===== config.mk =====
export PLATFORM = sky130hd
export DESIGN_NAME = gcr_general_config
export DESIGN_NICKNAME = d
export VERILOG_FILES = /design/src/logic/gcr_pkg.sv /design/src/logic/gcr_general_config.sv
export SDC_FILE = /design/constraint.sdc
export NUM_CORES = 1
export LEC_CHECK = 0
export BUFFER_PORTS_ARGS = -buffer_cell sky130_fd_sc_hd__buf_2
export CORE_ASPECT_RATIO = 1.4
export CORE_UTILIZATION = 44
export DETAILED_ROUTE_END_ITERATION = 12
export MAX_ROUTING_LAYER = met4
export PLACE_DENSITY = 0.82
export SKIP_CTS_REPAIR_TIMING = 1
export SYNTH_ARGS = -nofsm -noshare
export SYNTH_HDL_FRONTEND = slang
export SYNTH_SLANG_ARGS = --single-unit

===== constraint.sdc =====
create_clock -name clk_sys -period 1.5 [get_ports clk_sys]
set_input_delay 0.075 -clock clk_sys [delete_from_list [all_inputs] [get_ports clk_sys]]
set_output_delay 0.075 -clock clk_sys [all_outputs]
set_load 0.01 [all_outputs]

===== src/logic/gcr_pkg.sv =====
// Package for the general configuration register slice.
// Assumes a serial interface engine outside that issues word accesses.
package gcr_pkg;

    // ****************************************************************
    // Register map
    // ****************************************************************
    localparam int          GCR_AW            = 7;
    localparam int          GCR_DW            = 32;
    localparam logic [6:0]  GCR_ADDR_NODE     = 7'h03;
    localparam logic [6:0]  GCR_ADDR_INPUT_PIN_SNAPSHOT     = 7'h04;
    localparam logic [6:0]  GCR_ADDR_COMPARE  = 7'h05;

    // ****************************************************************
    // Field layout
    // ****************************************************************
    localparam int          GCR_NODE_ADDR_LSB = 0;
    localparam int          GCR_NODE_ADDR_W   = 8;
    localparam int          GCR_DELAY_LSB     = 8;
    localparam int          GCR_DELAY_W       = 4;
    localparam int          GCR_SNAP_LEFT     = 0;
    localparam int          GCR_SNAP_RIGHT    = 2;
    localparam int          GCR_SNAP_DRV_EN   = 4;
    localparam int          GCR_SNAP_ENC_IDX  = 5;
    localparam int          GCR_SNAP_EXTERNAL_STEP_SOURCE  = 6;
    localparam int          GCR_SNAP_SWCOMP   = 7;
    localparam int          GCR_SNAP_REV_LSB  = 24;
    localparam int          GCR_REV_W         = 8;
    localparam int          GCR_POL_BIT       = 0;

    // ****************************************************************
    // Reset values and delay scale
    // ****************************************************************
    localparam logic [11:0] GCR_NODE_RST      = 12'h000;
    localparam logic        GCR_POL_RST       = 1'b1;
    localparam logic [31:0] GCR_COMPARE_RST   = 32'h0000_0000;
    localparam int          GCR_BITS_PER_STEP = 8;
    localparam int          GCR_DELAY_OUT_W   = 7;
    localparam int          GCR_SYNC_STAGES   = 3;
    localparam int          GCR_NUM_PINS      = 7;

    // Register access request from the interface engine
    typedef struct packed {
        logic              wr;
        logic              rd;
        logic [6:0]        addr;
        logic [31:0]       wdata;
    } gcr_req_t;

    // Raw external pin levels, asynchronous to clk_sys
    typedef struct packed {
        logic              addr_incr;
        logic              swcomp;
        logic              external_step_source;
        logic              enc_idx;
        logic              drv_en;
        logic              right_ref;
        logic              left_ref;
    } gcr_pins_t;

    // Reply delay in bit times: codes 2n and 2n+1 give (2n+1)*8
    function automatic logic [6:0] gcr_delay_bits(input logic [3:0] code);
        gcr_delay_bits = 7'({3'h0, code | 4'h1} * GCR_BITS_PER_STEP);
    endfunction

endpackage


===== src/logic/gcr_general_config.sv =====
// General configuration registers: node address, input snapshot,
// output polarity and position compare with pulse on diag pin two.
// Assumes a serial engine on clk_sys issuing one access per cycle
// and an actual position produced on the same clock.
//
// Behaviour
// - Node address comes from bits 7..0 of the node register.
// - Active address-increment pin makes the device answer address plus one.
// - Reply delay codes 2n and 2n+1 give (2n+1)*8 bit times.
// - Snapshot bits 0,2,4,5 show left, right, driver enable, index.
// - Snapshot bit 6 shows the external step source selection.
// - Snapshot bit 7 shows the switch comparator output.
// - Snapshot bits 31..24 hold a fixed revision code.
// - Serial out pin level follows the output polarity bit.
// - Serial out pin serves as next-address output for the chain.
// - Output polarity bit resets to one.
// - Position pulse is high the cycle after actual position equals compare value.
// - Position pulse goes low once the positions mismatch.
// - Position pulse appears on the second diagnostic pin.
// - Diag pin two: open collector low active, or push-pull high active.
`timescale 1ns/1ps
`default_nettype none

module gcr_general_config #(
    parameter logic [7:0] REVISION = 8'hA5  // Arbitrary revision code
) (
    input  wire logic              clk_sys,         // System clock
    input  wire logic              srst,            // Sync reset, high
    input  wire gcr_pkg::gcr_req_t req,             // Register access
    output logic [31:0]            rdata,           // Read data, registered
    output logic                   rvalid,          // Read data valid pulse
    input  wire gcr_pkg::gcr_pins_t pins,           // Raw input pins
    input  wire logic [31:0]       actual_position, // Actual position
    input  wire logic              diag_two_drive_type, // 1 push-pull
    output logic [7:0]             uart_node_address,   // Effective address
    output logic [6:0]             reply_delay_bits,    // Delay, bit times
    output logic                   serial_out_pin,      // Next-address out
    output logic                   position_pulse,      // Match, high
    output logic                   second_diagnostic_pin_o,  // Pin level
    output logic                   second_diagnostic_pin_oe  // Pin drive
);
    import gcr_pkg::*;

    // ****************************************************************
    // Pin synchronisers
    // ****************************************************************
    // Three stages; a change counts only once stages two and three agree.
    logic [GCR_NUM_PINS-1:0] sync1_r;
    logic [GCR_NUM_PINS-1:0] sync2_r;
    logic [GCR_NUM_PINS-1:0] sync3_r;
    logic [GCR_NUM_PINS-1:0] pin_st_r;
    logic [GCR_NUM_PINS-1:0] pin_st_nxt;
    gcr_pins_t               pin_st;

    assign pin_st_nxt = (sync2_r == sync3_r) ? sync3_r : pin_st_r;
    assign pin_st     = gcr_pins_t'(pin_st_r);

    always_ff @(posedge clk_sys) begin
        if (srst) begin
            sync1_r  <= '0;
            sync2_r  <= '0;
            sync3_r  <= '0;
            pin_st_r <= '0;
        end else begin
            sync1_r  <= pins;
            sync2_r  <= sync1_r;
            sync3_r  <= sync2_r;
            pin_st_r <= pin_st_nxt;
        end
    end

    // ****************************************************************
    // Register writes
    // ****************************************************************
    logic [11:0] node_r;
    logic        pol_r;
    logic [31:0] compare_r;
    logic        wr_node;
    logic        wr_pol;
    logic        wr_cmp;

    assign wr_node = req.wr && (req.addr == GCR_ADDR_NODE);
    // Shared address: a write only reaches the polarity bit
    assign wr_pol  = req.wr && (req.addr == GCR_ADDR_INPUT_PIN_SNAPSHOT);
    assign wr_cmp  = req.wr && (req.addr == GCR_ADDR_COMPARE);

    always_ff @(posedge clk_sys) begin
        if (srst) begin
            node_r    <= GCR_NODE_RST;
            pol_r     <= GCR_POL_RST;
            compare_r <= GCR_COMPARE_RST;
        end else begin
            if (wr_node) begin
                node_r <= req.wdata[GCR_DELAY_LSB+GCR_DELAY_W-1:0];
            end
            if (wr_pol) begin
                pol_r <= req.wdata[GCR_POL_BIT];
            end
            if (wr_cmp) begin
                compare_r <= req.wdata;
            end
        end
    end

    // ****************************************************************
    // Node address and reply delay
    // ****************************************************************
    logic [7:0] node_field;
    logic [3:0] delay_field;

    assign node_field  = node_r[GCR_NODE_ADDR_LSB +: GCR_NODE_ADDR_W];
    assign delay_field = node_r[GCR_DELAY_LSB +: GCR_DELAY_W];
    // No saturation: 255 would wrap, so software stays below 255
    assign uart_node_address = 8'(node_field
                               + {7'h00, pin_st.addr_incr});
    assign reply_delay_bits  = gcr_delay_bits(delay_field);

    // ****************************************************************
    // Input snapshot and read port
    // ****************************************************************
    logic [31:0] snapshot;
    logic [31:0] rdata_nxt;

    always_comb begin
        snapshot = '0;
        snapshot[GCR_SNAP_LEFT]    = pin_st.left_ref;
        snapshot[GCR_SNAP_RIGHT]   = pin_st.right_ref;
        snapshot[GCR_SNAP_DRV_EN]  = pin_st.drv_en;
        snapshot[GCR_SNAP_ENC_IDX] = pin_st.enc_idx;
        snapshot[GCR_SNAP_EXTERNAL_STEP_SOURCE] = pin_st.external_step_source;
        snapshot[GCR_SNAP_SWCOMP]  = pin_st.swcomp;
        snapshot[GCR_SNAP_REV_LSB +: GCR_REV_W] = REVISION;
    end

    // Write-only and unmapped addresses read as zero
    assign rdata_nxt = (req.addr == GCR_ADDR_INPUT_PIN_SNAPSHOT) ? snapshot
                                                   : '0;

    always_ff @(posedge clk_sys) begin
        if (srst) begin
            rdata  <= '0;
            rvalid <= 1'b0;
        end else begin
            rvalid <= req.rd;
            if (req.rd) begin
                rdata <= rdata_nxt;
            end
        end
    end

    // ****************************************************************
    // Serial out and position pulse
    // ****************************************************************
    logic pp_r;

    assign serial_out_pin = pol_r;

    // Registered compare; pulse lags the position by one cycle
    always_ff @(posedge clk_sys) begin
        if (srst) begin
            pp_r <= 1'b0;
        end else begin
            pp_r <= (actual_position == compare_r);
        end
    end

    assign position_pulse           = pp_r;
    // Open collector pulls low on a pulse; push-pull drives the level
    assign second_diagnostic_pin_o  = diag_two_drive_type ? pp_r
                                                          : 1'b0;
    assign second_diagnostic_pin_oe = diag_two_drive_type | pp_r;
endmodule // gcr_general_config

`default_nettype wire


==> summary.md <==
| Metric | Value |
|---|---|
| Worst Path Required | 1.42 ns |
| Worst R2R End | pin_st[6] |
| Xor-xnor portion of the synthesized cell area | 10.9% |
| DP HPWL | 5.46 mm |
| Top FF cell, synth | dfxtp_1 |
| Post-Synth Simple-Gate Area | 21.5% |
| Initial antenna violation count | 0 |
| Vias per std cell | 4.73 |
| CP Class | flop to primary output |
| Post-Synth Adder-Cell Area | 0.694% |
| FF+latch count, synth | 81 |
| Post-synthesis mux area share | 3.33% |
| Routed wire length | 8.35 mm |
| Die area | 8560 um2 |
| Max Freq | 0.599 GHz |
| Commonest non-fill, non-tap cell in the layout | buf_2 |
| R2R Setup Slk | 0.13 ns |
| Initial Util | 45.9% |
| Post-route setup slack | -0.169 ns |
| Final nets | 616 |
| Die X | 78.5 um |
| Worst EP arrival | between 1.5 and 2 ns |
| Slew Viols, Final | 0 |
| Syn Std Cell Area | 3600 um2 |
| Final clock skew | 0.0131 ns |
| Placed instance count | 584 |
| Routed Antenna Nets | 0 |
| GR Overflow Total | 0 |
| Hold Crit Depth | 3 |
| R2R depth | 4 |
| Largest net degree at the start of global routing | 39 |
| Htree depth | 3 |
| Post-synthesis cell count | about 400 |
| Worst Hold Endpoint | compare_r[2] |
| CP Max Fanout | 3 |
| TritonCTS buffer count | 9 |
| Minimum clock period | 1.67 ns |
| Vias | around 3.0k |
| GPL Wtd Cong | 0.804 |
| Number of core rows | 38 |
| Final hold violations | 3 |
| VDD IR max | between 1 and 1.5 mV |
| Min Hold Slack | -0.0165 ns |
| Family with the most delay on the worst path | flip-flops |
| Post-synth EDFFs | 0 |
| Warnings from Yosys | 0 |
| Wire length per cell | 13.1 um |
| Die height | 109 um |
| CP Launch Type | flop |
| Placeable Area | between 7000 and 8000 um2 |
| # setup viols final | 4 |
| Compound-cell area share of the yosys netlist | 8.61% |
| HP Start | req[2] |
| Avg Inst Size Synth | 9.08 um2 |
| Tot GR Track Use | a little under a fifth |
| CP peak stage delay | roughly 0.34 ns |
| Failing checks | hold timing, setup timing |
| Worst path bufs/invs | 2 |
| RR Startpoint | sync3_r[2] |
| Reg clk slew, reported paths | 0.08 ns |
| Vias in the first global route | 2,631 |
| CTS tree | yes |
| Drt first pass iters | 5 |
| Worst-Skew Late Latency | ~0.35 ns |
| Worst-path cell chain | ha_4 > ha_4 > and3_4 > buf_4 > xor2_1 > buf_2 |
| DRT iter0 DRCs | 125 |
| First-pass GRT wire length | 11.8 mm |
| Largest family of logic cells by synthesized area | simple AND/OR/NAND/NOR gates |
| Cell Count, Final, Fillers Out | 636 |
| Most frequent CP cell | ha_4 |
| Leakage | around 0.002 uW |
| Diodes inserted | 0 |
| Fin crit share | 111% |
| Sequential share of the synthesized area | around 45% |
| Share of layout cells above drive strength 1 | 30.4% |
| RSZ-0062 raised after global routing | yes |
| P&R area growth vs syn | 30.5% |
| HP Class | primary input to flop |
| DRC Markers | 0 |
| PwrDens | ~890 nW/um2 |
| CTS sink count | 81 |
| Crit end category | primary output |
| Outcome | finished with violations |
| IO Pins | 135 |
| Slowest cell on crit path | dfxtp_2 |
| # port buffers | between 100 and 150 |
| Max-cap violation count | 0 |
| Clock buffer depth | 2 |
| Unique cell type count in the Yosys netlist | 32 |
| Clk root buf | clkbuf_8 |
| Dpl ws | -0.160 ns |
| Ys async rst share | 0% |
| Most frequent cells in the layout | buf_2 (108), dfxtp_1 (79), nand2_1 (56), a21oi_1 (36), dlygate4sd3_1 (35) |
==> tightest hold or removal path: cells and delay by family <==
| family | cells | cell delay, ns |
|---|---|---|
| simple gates | 1 | 0.06 |
| buf+inv | 1 | 0.11 |
| compound gates | 1 | 0.04 |
==> layout make-up <==
cell class,instances,area [um2]
Sequential cell,81,1620
Multi-Input combinational cell,288,1760
Timing Repair Buffer,151,988
Clock inverter,7,78.8
Tap cell,100,125
Clock buffer,9,124
Fill cell,656,3140
==> where the power goes <==
group          switching [uW]  internal [uW]
Clock                     817            779
Combinational             206            205
Sequential               13.5           2180
==> synthesized netlist by cell type (all sizes together), types with 6 or more instances <==
cell type / count / share of area, %
o21ai: 7 / 0.97
mux2i: 12 / 3.3
nand2b: 7 / 1.2
nor4: 6 / 1.0
nor2b: 22 / 3.8
nand2: 66 / 7.6
clkbuf: 12 / 1.2
xor2: 30 / 7.3
nand3: 17 / 2.4
nor2: 12 / 1.2
buf: 40 / 8.5
a21oi: 46 / 7.4
xnor2: 15 / 3.6
dfxtp: 81 / 45
==> flip-flops by register name, indices dropped and copies added, names as in the netlist <==
| name | cells |
|---|---|
| compare_r | 32 |
| position_pulse | 1 |
| sync2_r | 7 |
| serial_out_pin | 1 |
| rdata | 7 |
| rvalid | 1 |
| pin_st | 7 |
| node_r | 11 |
| sync3_r | 7 |
| sync1_r | 7 |
==> metal layers <==
| layer | up-vias | wire, um | track usage [%] |
|---|---|---|---|
| met5 | - | 0 | - |
| met4 | 0 | 318 | 12.0 |
| met3 | 27 | 330 | 3.35 |
| met2 | 113 | 4450 | 32.3 |
| met1 | 1353 | 3240 | 19.6 |
| li1 | 1516 | - | - |
==> worst max-delay path by stage <==
stage,to,slack [ns],from,depth (start not counted)
floorplan,node_r[0],0.002,req[35],5
global placement,node_r[0],-0.12,req[35],6
detailed placement,node_r[2],-0.16,req[35],6
CTS,uart_node_address[6],-0.30,node_r[0],6
global route,uart_node_address[6],-0.26,node_r[0],6
finish,uart_node_address[4],-0.17,node_r[0],6
==> logic make-up (layout without fill, tap and decap cells) <==
| family | after synthesis | in the layout |
|---|---|---|
| and+or+nand+nor | 149 | 149 |
| DFF | 81 | 81 |
| AOI/OAI and AO/OA | 54 | 54 |
| buffers and inverters | 52 | 167 |
| xor gates and xnor gates | 45 | 45 |
| muxes | 12 | 12 |
| adders and majority gates | 2 | 2 |
| other | 2 | 26 |
==> through the flow <==
stage	utilization [%]	cell area [um2]	power (uW)	hold WS (ns)	TNS, ns
global placement	52.3	4110	2570	0.281	-4.41
CTS	54.9	4310	4160	-0.0934	-0.799
floorplan	-	3700	2470	0.203	0
global route	60.0	4700	4360	0.00100	-0.759
finish	60.0	4700	4200	-0.0165	-0.430
detailed placement	52.3	4110	2570	0.288	-5.07
No activity file was read; power rests on OpenSTA's default activity.
